File: src/ieig_pkg.sv
// package: register map, field positions and reset values of the inertial event source
`default_nettype none
package ieig_pkg;
  // ----------------------------------------------------------------
  // register addresses
  // ----------------------------------------------------------------
  localparam logic [7:0] ADDR_FILTER_REZERO = 8'h23;
  localparam logic [7:0] ADDR_CONFIG        = 8'h30;
  localparam logic [7:0] ADDR_SOURCE        = 8'h31;
  localparam logic [7:0] ADDR_THRESHOLD     = 8'h32;
  // ----------------------------------------------------------------
  // config fields
  // ----------------------------------------------------------------
  localparam int CFG_X_BELOW   = 0;
  localparam int CFG_X_ABOVE   = 1;
  localparam int CFG_Y_BELOW   = 2;
  localparam int CFG_Y_ABOVE   = 3;
  localparam int CFG_Z_BELOW   = 4;
  localparam int CFG_Z_ABOVE   = 5;
  localparam int CFG_LATCH     = 6;
  localparam int CFG_AND_SEL   = 7;
  // ----------------------------------------------------------------
  // threshold and source fields and resets
  // ----------------------------------------------------------------
  localparam int THS_COUNTER_DECREMENT_MODE      = 7;
  localparam int THS_MSB       = 6;
  localparam int SRC_ACTIVE    = 6;
  localparam logic [7:0] CFG_RESET = 8'h00;
  localparam logic [7:0] THS_RESET = 8'h00;
  localparam logic [7:0] SRC_RESET = 8'h00;
  localparam logic [7:0] DUR_ZERO  = 8'h00;
  localparam logic [7:0] DUR_ONE   = 8'h01;
  localparam logic [7:0] RD_ZERO   = 8'h00;
  // sample periods per step (informational timing)
  localparam real STEP_400HZ_MS = 2.5;
  localparam real STEP_100HZ_MS = 10.0;
  localparam real CLK_PERIOD_NS = 10.0;
  localparam int  STEP_400HZ_CYC = int'(STEP_400HZ_MS * 1.0e6 / CLK_PERIOD_NS);
  localparam int  STEP_100HZ_CYC = int'(STEP_100HZ_MS * 1.0e6 / CLK_PERIOD_NS);
endpackage : ieig_pkg
`default_nettype wire

File: src/ieig_axis_cmp.sv
// axis comparator: unsigned magnitude against a 7-bit threshold
`timescale 1ns/1ps
`default_nettype none
module ieig_axis_cmp (
  input  wire logic [7:0] sample,
  input  wire logic [6:0] threshold,
  output logic            above,
  output logic            below
);
  logic [6:0] mag;
  // ----------------------------------------------------------------
  // magnitude of two's-complement sample, saturated to 7 bits
  // ----------------------------------------------------------------
  always_comb begin
    if (sample[7]) begin
      mag = (sample == 8'h80) ? 7'h7f : 7'((~sample) + 8'h01);
    end else begin
      mag = sample[6:0];
    end
    above = (mag >= threshold);
    below = (mag < threshold);
  end
endmodule : ieig_axis_cmp
`default_nettype wire

File: src/ieig_event_gen.sv
// inertial event source one: config, threshold, source register, duration filter
// Behaviour
// - reading the dummy filter-rezero address pulses the filter rezero output.
// - the combine select bit picks OR of enabled events when clear and AND when set.
// - with latching on, the request is held after the event until the source is read.
// - an enabled above event fires when the axis magnitude reaches the threshold.
// - an enabled below event fires when the axis magnitude is under the threshold.
// - the threshold is 7-bit unsigned and above means magnitude at or over it.
// - below means magnitude strictly less than the threshold.
// - the active flag follows the combined condition once it passes the duration filter and drives the interrupt output.
// - the source register shows six axis flags and the active flag, live or latched.
// - reading the source register clears it and the interrupt and allows a refresh.
// - counter mode 0 resets the duration counter on inactivity, mode 1 decrements it.
// - after reset the threshold and counter mode are zero.
// - after reset all enables, combine select and latch bits are zero.
// - the duration counter holds while latching is on and the event has occurred.
// - the duration counts in whole output samples, one step per sample.
`timescale 1ns/1ps
`default_nettype none
module ieig_event_gen (
  input  wire logic       mclk,
  input  wire logic       rstn,
  input  wire logic       reg_wr,
  input  wire logic       reg_rd,
  input  wire logic [7:0] reg_addr,
  input  wire logic [7:0] reg_wdata,
  output logic      [7:0] reg_rdata,
  input  wire logic       sample_valid,
  input  wire logic [7:0] x_sample,
  input  wire logic [7:0] y_sample,
  input  wire logic [7:0] z_sample,
  input  wire logic [7:0] min_duration,
  output logic            inertial_irq_one,
  output logic            filter_rezero
);
  // ----------------------------------------------------------------
  // state
  // ----------------------------------------------------------------
  logic [7:0] cfg_reg,   cfg_next;
  logic [7:0] ths_reg,   ths_next;
  logic [7:0] src_reg,   src_next;
  logic [7:0] dur_reg,   dur_next;
  logic [7:0] rdata_reg, rdata_next;
  logic       irq_reg,   irq_next;
  logic       rez_reg,   rez_next;
  logic [2:0] above_v, below_v;
  logic [5:0] ev_flags, en_mask;
  logic       any_en, combined, qualified, rd_src, hold;

  function automatic logic [5:0] enabled_mask(input logic [7:0] cfg);
    enabled_mask = cfg[ieig_pkg::CFG_Z_ABOVE:ieig_pkg::CFG_X_BELOW];
  endfunction : enabled_mask

  localparam logic [7:0] DUR_INC = ieig_pkg::DUR_ONE;
  localparam logic [7:0] DUR_MAX = 8'hff;

  function automatic logic [8:0] dur_plus_one(input logic [7:0] d);
    dur_plus_one = {1'b0, d} + {1'b0, DUR_INC};
  endfunction : dur_plus_one

  // ----------------------------------------------------------------
  // per-axis comparators
  // ----------------------------------------------------------------
  ieig_axis_cmp u_cmp_x (.sample(x_sample), .threshold(ths_reg[ieig_pkg::THS_MSB:0]),
                         .above(above_v[0]), .below(below_v[0]));
  ieig_axis_cmp u_cmp_y (.sample(y_sample), .threshold(ths_reg[ieig_pkg::THS_MSB:0]),
                         .above(above_v[1]), .below(below_v[1]));
  ieig_axis_cmp u_cmp_z (.sample(z_sample), .threshold(ths_reg[ieig_pkg::THS_MSB:0]),
                         .above(above_v[2]), .below(below_v[2]));

  // ----------------------------------------------------------------
  // event combination
  // ----------------------------------------------------------------
  always_comb begin
    en_mask  = enabled_mask(cfg_reg);
    ev_flags = {above_v[2], below_v[2], above_v[1], below_v[1], above_v[0], below_v[0]}
               & en_mask;
    any_en   = |en_mask;
    if (cfg_reg[ieig_pkg::CFG_AND_SEL]) begin
      combined = any_en && (ev_flags == en_mask);
    end else begin
      combined = |ev_flags;
    end
    qualified = combined && (dur_plus_one(dur_reg) > {1'b0, min_duration});
  end

  // ----------------------------------------------------------------
  // access decode shared by counter and source
  // ----------------------------------------------------------------
  always_comb begin
    rd_src = reg_rd && (reg_addr == ieig_pkg::ADDR_SOURCE);
    hold   = cfg_reg[ieig_pkg::CFG_LATCH] && src_reg[ieig_pkg::SRC_ACTIVE]
             && !rd_src;
  end

  // ----------------------------------------------------------------
  // configuration and threshold registers
  // ----------------------------------------------------------------
  always_comb begin
    cfg_next = cfg_reg;
    ths_next = ths_reg;
    if (reg_wr) begin
      case (reg_addr)
        ieig_pkg::ADDR_CONFIG:    cfg_next = reg_wdata;
        ieig_pkg::ADDR_THRESHOLD: ths_next = reg_wdata;
        default:                  cfg_next = cfg_reg;
      endcase
    end
  end

  always_ff @(posedge mclk or negedge rstn) begin
    if (!rstn) begin
      cfg_reg <= ieig_pkg::CFG_RESET;
      ths_reg <= ieig_pkg::THS_RESET;
    end else begin
      cfg_reg <= cfg_next;
      ths_reg <= ths_next;
    end
  end

  // ----------------------------------------------------------------
  // read data and filter rezero pulse
  // ----------------------------------------------------------------
  always_comb begin
    rdata_next = rdata_reg;
    rez_next   = 1'b0;
    if (reg_rd) begin
      case (reg_addr)
        ieig_pkg::ADDR_CONFIG:        rdata_next = cfg_reg;
        ieig_pkg::ADDR_THRESHOLD:     rdata_next = ths_reg;
        ieig_pkg::ADDR_SOURCE:        rdata_next = src_reg;
        ieig_pkg::ADDR_FILTER_REZERO: begin
          rdata_next = ieig_pkg::RD_ZERO;
          rez_next   = 1'b1;
        end
        default:                      rdata_next = ieig_pkg::RD_ZERO;
      endcase
    end
  end

  always_ff @(posedge mclk or negedge rstn) begin
    if (!rstn) begin
      rdata_reg <= ieig_pkg::RD_ZERO;
      rez_reg   <= 1'b0;
    end else begin
      rdata_reg <= rdata_next;
      rez_reg   <= rez_next;
    end
  end

  // ----------------------------------------------------------------
  // duration counter
  // ----------------------------------------------------------------
  always_comb begin
    dur_next = dur_reg;
    if (sample_valid && !hold) begin
      if (combined) begin
        if (dur_reg != DUR_MAX) begin
          dur_next = 8'(dur_plus_one(dur_reg));
        end
      end else if (ths_reg[ieig_pkg::THS_COUNTER_DECREMENT_MODE]) begin
        if (dur_reg != ieig_pkg::DUR_ZERO) begin
          dur_next = 8'(dur_reg - DUR_INC);
        end
      end else begin
        dur_next = ieig_pkg::DUR_ZERO;
      end
    end
    if (cfg_reg[ieig_pkg::CFG_LATCH] && rd_src) begin
      dur_next = ieig_pkg::DUR_ZERO;
    end
  end

  always_ff @(posedge mclk or negedge rstn) begin
    if (!rstn) begin
      dur_reg <= ieig_pkg::DUR_ZERO;
    end else begin
      dur_reg <= dur_next;
    end
  end

  // ----------------------------------------------------------------
  // source register and interrupt
  // ----------------------------------------------------------------
  always_comb begin
    src_next = src_reg;
    if (cfg_reg[ieig_pkg::CFG_LATCH]) begin
      if (rd_src) begin
        src_next = ieig_pkg::SRC_RESET;
      end
      if (sample_valid && !hold && qualified) begin
        src_next = {1'b0, 1'b1, ev_flags};
      end
    end else begin
      if (sample_valid) begin
        src_next = {1'b0, qualified, ev_flags};
      end else if (rd_src) begin
        src_next = ieig_pkg::SRC_RESET;
      end
    end
    irq_next = src_next[ieig_pkg::SRC_ACTIVE];
  end

  always_ff @(posedge mclk or negedge rstn) begin
    if (!rstn) begin
      src_reg <= ieig_pkg::SRC_RESET;
      irq_reg <= 1'b0;
    end else begin
      src_reg <= src_next;
      irq_reg <= irq_next;
    end
  end

  // ----------------------------------------------------------------
  // outputs
  // ----------------------------------------------------------------
  assign reg_rdata        = rdata_reg;
  assign inertial_irq_one = irq_reg;
  assign filter_rezero    = rez_reg;
endmodule : ieig_event_gen
`default_nettype wire

File: config.mk
export PLATFORM = sky130hd
export DESIGN_NAME = ieig_event_gen
export DESIGN_NICKNAME = d
export VERILOG_FILES = /design/src/ieig_pkg.sv /design/src/ieig_axis_cmp.sv /design/src/ieig_event_gen.sv
export SDC_FILE = /design/constraint.sdc
export NUM_CORES = 1
export LEC_CHECK = 0
export BUFFER_PORTS_ARGS = -buffer_cell sky130_fd_sc_hd__buf_4
export CORE_MARGIN = 2
export CORE_UTILIZATION = 60
export CTS_BUF_LIST = sky130_fd_sc_hd__clkbuf_8
export CTS_CLUSTER_DIAMETER = 30
export CTS_CLUSTER_SIZE = 16
export DETAILED_ROUTE_END_ITERATION = 10
export MAX_ROUTING_LAYER = met4
export PLACE_DENSITY = 0.85
export SKIP_LAST_GASP = 1
export SYNTH_ARGS = -nofsm -noshare
export SYNTH_HDL_FRONTEND = slang
export SYNTH_SLANG_ARGS = --single-unit
File: constraint.sdc
create_clock -name mclk -period 9.1 [get_ports mclk]
set_input_delay 0.455 -clock mclk [delete_from_list [all_inputs] [get_ports mclk]]
set_output_delay 0.455 -clock mclk [all_outputs]
set_load 0.02 [all_outputs]
# Yosys cells after proc, flatten, opt, wreduce, memory -nomap -nowiden

Index checks and enable logic that the tools add are counted.

Register bits: 42
Bits in latches: 0
Bits in writable memories: 0
Memory bits (read-only): 0
Input port bits: 53
Output and inout bits: 10
Logic and storage cells: 71
Memories: 0

Add/sub/neg operators: 5
$mul: 0
Divide/modulo/power cells: 0
Magnitude comparators: 7
Eq/ne operators: 11
Shift-type cells: 0
Mux-type cells: 20
Bitwise logic cells: 4
Reductions and logical operators: 17

Operators with widths:

| kind                | number |
|---|---|
| $mux 8              | 10 |
| $mux 7              | 6 |
| $eq 8x6->1 const B  | 4 |
| $eq 8x8->1 const B  | 3 |
| $pmux 8 s3          | 1 |
| $add 7x1->7 const B | 3 |
| $ge 7x7->1          | 3 |
| $lt 7x7->1          | 3 |
| $not 7->7           | 3 |
| $reduce_or 6->1     | 2 |
| $add 8x1->9 const B | 1 |
| $gt 9x8->1          | 1 |
| $logic_and 1x1->1   | 8 |
| $ne 8x8->1 const B  | 1 |
| $reduce_bool 8->1   | 1 |
| $sub 8x1->8 const B | 1 |
| $and 6x6->6         | 1 |
| $eq 6x6->1          | 1 |
| $ne 4x1->1 const B  | 1 |
| $reduce_and 2->1    | 2 |
| $mux 1              | 3 |
| $ne 3x1->1 const B  | 1 |
| $reduce_and 3->1    | 1 |
| $logic_not 1->1     | 2 |
| $reduce_bool 2->1   | 1 |

# Depth between registers and ports, before layout

Word-level depth: 13
Gate-level depth with buffers: 18
Gate-level depth less buffers: 16

# By module

A second synthesis with hierarchy kept.

Cell total of the unflattened synthesis: 452
Area, all modules: 3713.6 sq um

By module, submodules not included:

| module                       | instances | cells each | area each (sq um) | sequential area each (sq um) |
|---|---|---|---|---|
| ieig_event_gen               | 1         | 281        | 2570.0            | 1026.0 |
| ieig_axis_cmp at u_cmp_x ... | 2         | 56         | 369.1             | 0.0 |
| ieig_axis_cmp at u_cmp_z     | 1         | 59         | 405.4             | 0.0 |

# Worst setup path before layout

Ideal clock, no wire load.

Path type: input port to flip-flop
Start: in y_sample[3]
End: reg dur_reg[0]
Library setup time: 0.073 ns
Arrival: 4.243 ns
Required time: 9.027 ns
Setup slack: 4.784 ns
Stages: 15
Buffers on the path: 1
Path through: or3_1 > or3b_2 > or3b_1 > o21ai_0 > ha_1 > and4_1 > a21boi_1 > or3b_1 > and3_1 > a41oi_2 > nor2_2 > mux2_4 > buf_6 > or3_1 > a21oi_2

Cells in the longest elaborated chain, start to end: 12
Elaborated cells between the ends (all ways): 18
Classes of those cells: add/sub (1); order compare (2); eq/ne (4); mux (6); bitwise (2); reduce/logical (3)

Ends and longest elaborated chain:

| item                                     | RTL line                                 | source |
|---|---|---|
| from (decl)                              | ieig_event_gen.sv:30                     | `input wire logic [7:0] y_sample,` |
| $not 7->7                                | ieig_axis_cmp.sv:16                      | `mag = (sample == 8'h80) ? 7'h7f : 7'((~sample) + 8'h01);` |
| $add 7x1->7                              | ieig_axis_cmp.sv:16                      |  |
| $mux 7                                   | ieig_axis_cmp.sv:16                      |  |
| $mux 7 *                                 | ieig_axis_cmp.sv:15                      | `if (sample[7]) begin` |
| $lt 7x7->1 or $ge 7x7->1 (tied branches) | ieig_axis_cmp.sv:21, ieig_axis_cmp.sv:20 |  |
| $and 6x6->6 *                            | ieig_event_gen.sv:77                     | `& en_mask;` |
| $eq 6x6->1                               | ieig_event_gen.sv:80                     | `combined = any_en && (ev_flags == en_mask);` |
| $logic_and 1x1->1                        | ieig_event_gen.sv:80                     |  |
| $mux 1 *                                 | ieig_event_gen.sv:79                     | `if (cfg_reg[ieig_pkg::CFG_AND_SEL]) begin` |
| $mux 8                                   | ieig_event_gen.sv:157                    | `if (combined) begin` |
| $mux 8                                   | ieig_event_gen.sv:156                    | `if (sample_valid && !hold) begin` |
| $mux 8                                   | ieig_event_gen.sv:169                    | `if (cfg_reg[ieig_pkg::CFG_LATCH] && rd_src) begin` |
| to (signal assigned)                     | ieig_event_gen.sv:176                    | `dur_reg <= ieig_pkg::DUR_ZERO;` |
| to (signal assigned)                     | ieig_event_gen.sv:178                    | `dur_reg <= dur_next;` |
| to (decl)                                | ieig_event_gen.sv:42                     | `logic [7:0] dur_reg, dur_next;` |

Mark *: on every way between the ends. The rest lies on a longest branch, timed or not. The select of a mux whose other input is x is not followed.
A chain may end at the register's enable or synchronous reset.

# Final worst setup path

Start: in x_sample[3]
End: reg dur_reg[0]

Cells in the longest elaborated chain, start to end: 12
Elaborated cells between the ends (all ways): 18
Classes of those cells: add/sub (1); order compare (2); eq/ne (4); mux (6); bitwise (2); reduce/logical (3)

Ends and longest elaborated chain:

| item                                     | RTL line                                 | source |
|---|---|---|
| from (decl)                              | ieig_event_gen.sv:29                     | `input wire logic [7:0] x_sample,` |
| $not 7->7                                | ieig_axis_cmp.sv:16                      |  |
| $add 7x1->7                              | ieig_axis_cmp.sv:16                      |  |
| $mux 7                                   | ieig_axis_cmp.sv:16                      |  |
| $mux 7 *                                 | ieig_axis_cmp.sv:15                      |  |
| $lt 7x7->1 or $ge 7x7->1 (tied branches) | ieig_axis_cmp.sv:21, ieig_axis_cmp.sv:20 |  |
| $and 6x6->6 *                            | ieig_event_gen.sv:77                     |  |
| $eq 6x6->1                               | ieig_event_gen.sv:80                     |  |
| $logic_and 1x1->1                        | ieig_event_gen.sv:80                     |  |
| $mux 1 *                                 | ieig_event_gen.sv:79                     |  |
| $mux 8                                   | ieig_event_gen.sv:157                    |  |
| $mux 8                                   | ieig_event_gen.sv:156                    |  |
| $mux 8                                   | ieig_event_gen.sv:169                    |  |

Marked as above.

==> metrics.yaml <==
cts:
  htreeDepth: 2
  cts_tree: "built"
  clkTransAtPathRegs_ns: 0.09
  cts_hold_buf: 0
  cts_resized: 0
  insertion_delay_ns: 0.30
  cts_inserted_buffers: 5
  cts_sinks: 41
  cts_root_buf: "clkbuf_8"
  clock_path_buffers: 2
  post-cts-setup-buffers: 0
sta:
  rsz0062_at_grt: "false"
  fin_crit_sh: 0.498
  fmax_ghz: 0.220
  skew_ns: 0.0124
  relSlewSlack: 0.484
  period_needed_ns: 4.54
  hold_viol_final: 0
  maxSlewViolCount: 0
  fin_ws_ns: 4.56
  tns_ns: 0
  worst_pin_slew_ns: 0.770
  setup_viol: 0
pwr:
  comb_power_share: 0.372
  p_total_w: 0.000660
  clockPowerShare: 0.273
  p_int_w: 0.000424
  seqPwrFrac: 0.354
  p_leak_nw: 2.04
  p_per_area_nw_per_um2: 156
  ir_drop_mv: 0.121
  netSwitchingPower_w: 0.000236
  switching_share: 0.358
routing:
  routed_via_density: 5.93
  drt_pass1_iterations: 4
  drt-met1-wl_um: 3570
  wl_per_cell_um: 15.1
  drc_errors: 0
  antenna_left: 0
  wl_met3_um: 410
  dr.max_layer_used: "met4"
  route.met2.wl_um: 4340
  drt-initial-drc-count: 217
  dr_total_vias: 3321
  routed_wl_um: 8470
placement:
  dp.cells: 552
  place_ws_ns: 4.29
  portBuffers: 62
  placed_area_sq_um: 4090
  gp_congestion: 0.909
  post-dp-hpwl_um: 6660
flow_run:
  max_cap_violations: 0
finish:
  regArea_sq_um: 1030
  instances_no_fill: 560
  fin_area_sq_um: 4230
  diodes: 0
  nets: 572
  syn2layout_area_growth_pct: 17.2
  drive_gt1_frac: 0.202
  multiInputGateArea_sq_um: 2400
  fillers: 454
grt:
  grt_usage: 0.268
  grt_pass1_wl_um: 13500
  grt_pass1_vias: 3087
  grt_max_degree: 42
  overflow: 0
  antenna_found_initial: 0
setup_path:
  required_ns: 9.32
  worstPathArrival_ns: 4.76
  slowest_delay_ns: 0.47
  critPathMaxFanout: 12
  endpoint_kind: "flop"
  cpMaxStageDelayCell: "nor2_2"
  path_cells: "buf_4 -> or3_1 -> or3b_2 -> or3b_1 -> and2_1 -> ha_1 -> nand2b_1 -> a211o_1 -> a211o_1 -> nand2_1 -> a41oi_2 -> nor2_2 -> mux2_4 -> or3_1 -> a21oi_2"
  critical_path.top_delay_family: "simple AND/OR/NAND/NOR gates"
  path_class: "in -> reg"
  start_kind: "input pin"
  crit_buf_inv: 1
yosys:
  synth-edff-count: 0
  yosys_warnings: 0
  ys_types: 61
  yosysSeqAreaShare: 0.285
  ys_seq_elements: 41
  synth_top_cell_by_area: "dfrtp_1"
  synthesis.nets: 521
  netlist_area_sq_um: 3610
  async_reset_ff_frac: 1.00
  ys.flop_type: "dfrtp_1"
  synthCells: 433
  yosys.area.top_type_share: 0.285
  syn_area_per_cell_sq_um: 8.33
  synth.area.top_cells: "dfrtp_1, ha_1, a21oi_1"
hold_path:
  hold_class: "in -> async"
floorplan:
  die_w_um: 81.5
  start_util: 0.616
  die_area_sq_um: 6650
  rows: 28
  placeableCoreArea_sq_um: 5850
  die_h_um: 81.5
  pin_count: 63
run_status:
  status: "finished, final reports clean"
-- per-layer routing --
layer | up-vias | global-route usage
li1 | 1636 | -
met1 | 1575 | 0.316
met2 | 96 | 0.479
met3 | 14 | 0.0319
met4 | 0 | 0.0780
met5 | - | -
-- power groups by stage --
stage                     clock (W)  combinational [W]  sequential, W
after floorplan                   0           0.000181       0.000227
after global placement            0           0.000234       0.000235
after detailed placement          0           0.000243       0.000236
after CTS                  0.000180           0.000246       0.000233
after global routing       0.000187           0.000280       0.000237
final                      0.000180           0.000246       0.000234
-- through the flow --
stage / hold WS (ns) / util
2_1_floorplan: 0.159 / -
3_3_place_gp: 0.462 / 0.699
3_5_place_dp: 0.466 / 0.699
4_1_cts: 0.153 / 0.722
5_1_grt: 0.169 / 0.722
6_report: 0.136 / 0.722
-- worst reg2reg max path, delay by kind of cell, from the launching register on --
kind | cells | cell delay [ns]
compound gates | 4 | 0.85
fa+ha+maj | 1 | 0.32
simple gates | 4 | 1.20
mux | 1 | 0.41
flops | 1 | 0.49
-- path summary, 6_finish.rpt --
path | start | endpoint | slack [ns] | depth (start not counted)
setup / recovery | x_sample[3] | dur_reg[0] | 4.56 | 15
hold reg to reg | src_reg[7] | src_reg[7] | 0.53 | 2
setup reg to reg | ths_reg[0] | dur_reg[0] | 5.77 | 10
min in group mclk | reg_addr[4] | filter_rezero | 0.33 | 2
hold / removal | rstn | src_reg[5] | 0.14 | 1
max in group asynchronous | rstn | dur_reg[6] | 8.60 | 1
-- area by class of cell --
cell class                 instances  share of cell area
clock buffer                       5              0.0163
clock inverter                     3              0.0163
inverter                          27              0.0240
multi-input combinational        347               0.568
sequential                        41               0.243
tap                               75              0.0222
timing repair buffer              62               0.110
-- synth_stat cells (all sizes together), types with 2 or more instances --
cell type and count:
a211oi 4, nor3b 4, nor3 4, inv 27, nand2 52, nand3 10, dfrtp 41, or3 7
and4 2, a21o 3, nand4 6, a21boi 2, xnor2 7, clkbuf 16, o211ai 4, mux2 15
a221o 2, and3 4, nor4 2, or4 2, or3b 6, nor2b 7, o21a 3, ha 35
o21ai 19, xor2 10, a211o 3, buf 2, nand3b 3, and2 5, nand2b 7, a21oi 41
nor2 40, mux2i 18, o31ai 7
-- placed cells by master, fill, tap and decap left out, types with 2 or more instances in the layout --
| cell | n |
|---|---|
| nor2b_1 | 7 |
| or3b_1 | 3 |
| dfrtp_1 | 41 |
| or3b_2 | 3 |
| clkbuf_8 | 5 |
| nand3b_1 | 3 |
| nor4_1 | 2 |
| inv_1 | 27 |
| o21ai_0 | 17 |
| and4_1 | 2 |
| a21o_1 | 3 |
| o31ai_1 | 7 |
| nand3_1 | 9 |
| buf_4 | 62 |
| nand2b_1 | 7 |
| o21a_1 | 3 |
| mux2_2 | 14 |
| a221o_1 | 2 |
| nand4_1 | 6 |
| nand2_1 | 51 |
| ha_1 | 35 |
| xnor2_1 | 7 |
| mux2i_1 | 18 |
| a211oi_1 | 3 |
| nor3b_1 | 3 |
| and3_1 | 4 |
| a211o_1 | 3 |
| or3_1 | 7 |
| bufinv_16 | 2 |
| xor2_1 | 10 |
| o211ai_1 | 4 |
| nor2_1 | 39 |
| a21oi_1 | 40 |
| nor3_1 | 4 |
| and2_1 | 4 |
| o21ai_1 | 2 |
-- kinds of logic after synthesis --
| family | after synthesis | share of synthesized area |
|---|---|---|
| AND/OR/NAND/NOR | 164 | 0.234 |
| AO/OA/AOI/OAI | 98 | 0.172 |
| buffers and inverters | 45 | 0.0493 |
| flip-flops | 41 | 0.285 |
| adder cells (fa/ha/maj) | 35 | 0.121 |
| multiplexers | 33 | 0.0978 |
| XOR/XNOR | 17 | 0.0413 |
No activity file was read; power rests on OpenSTA's default activity.
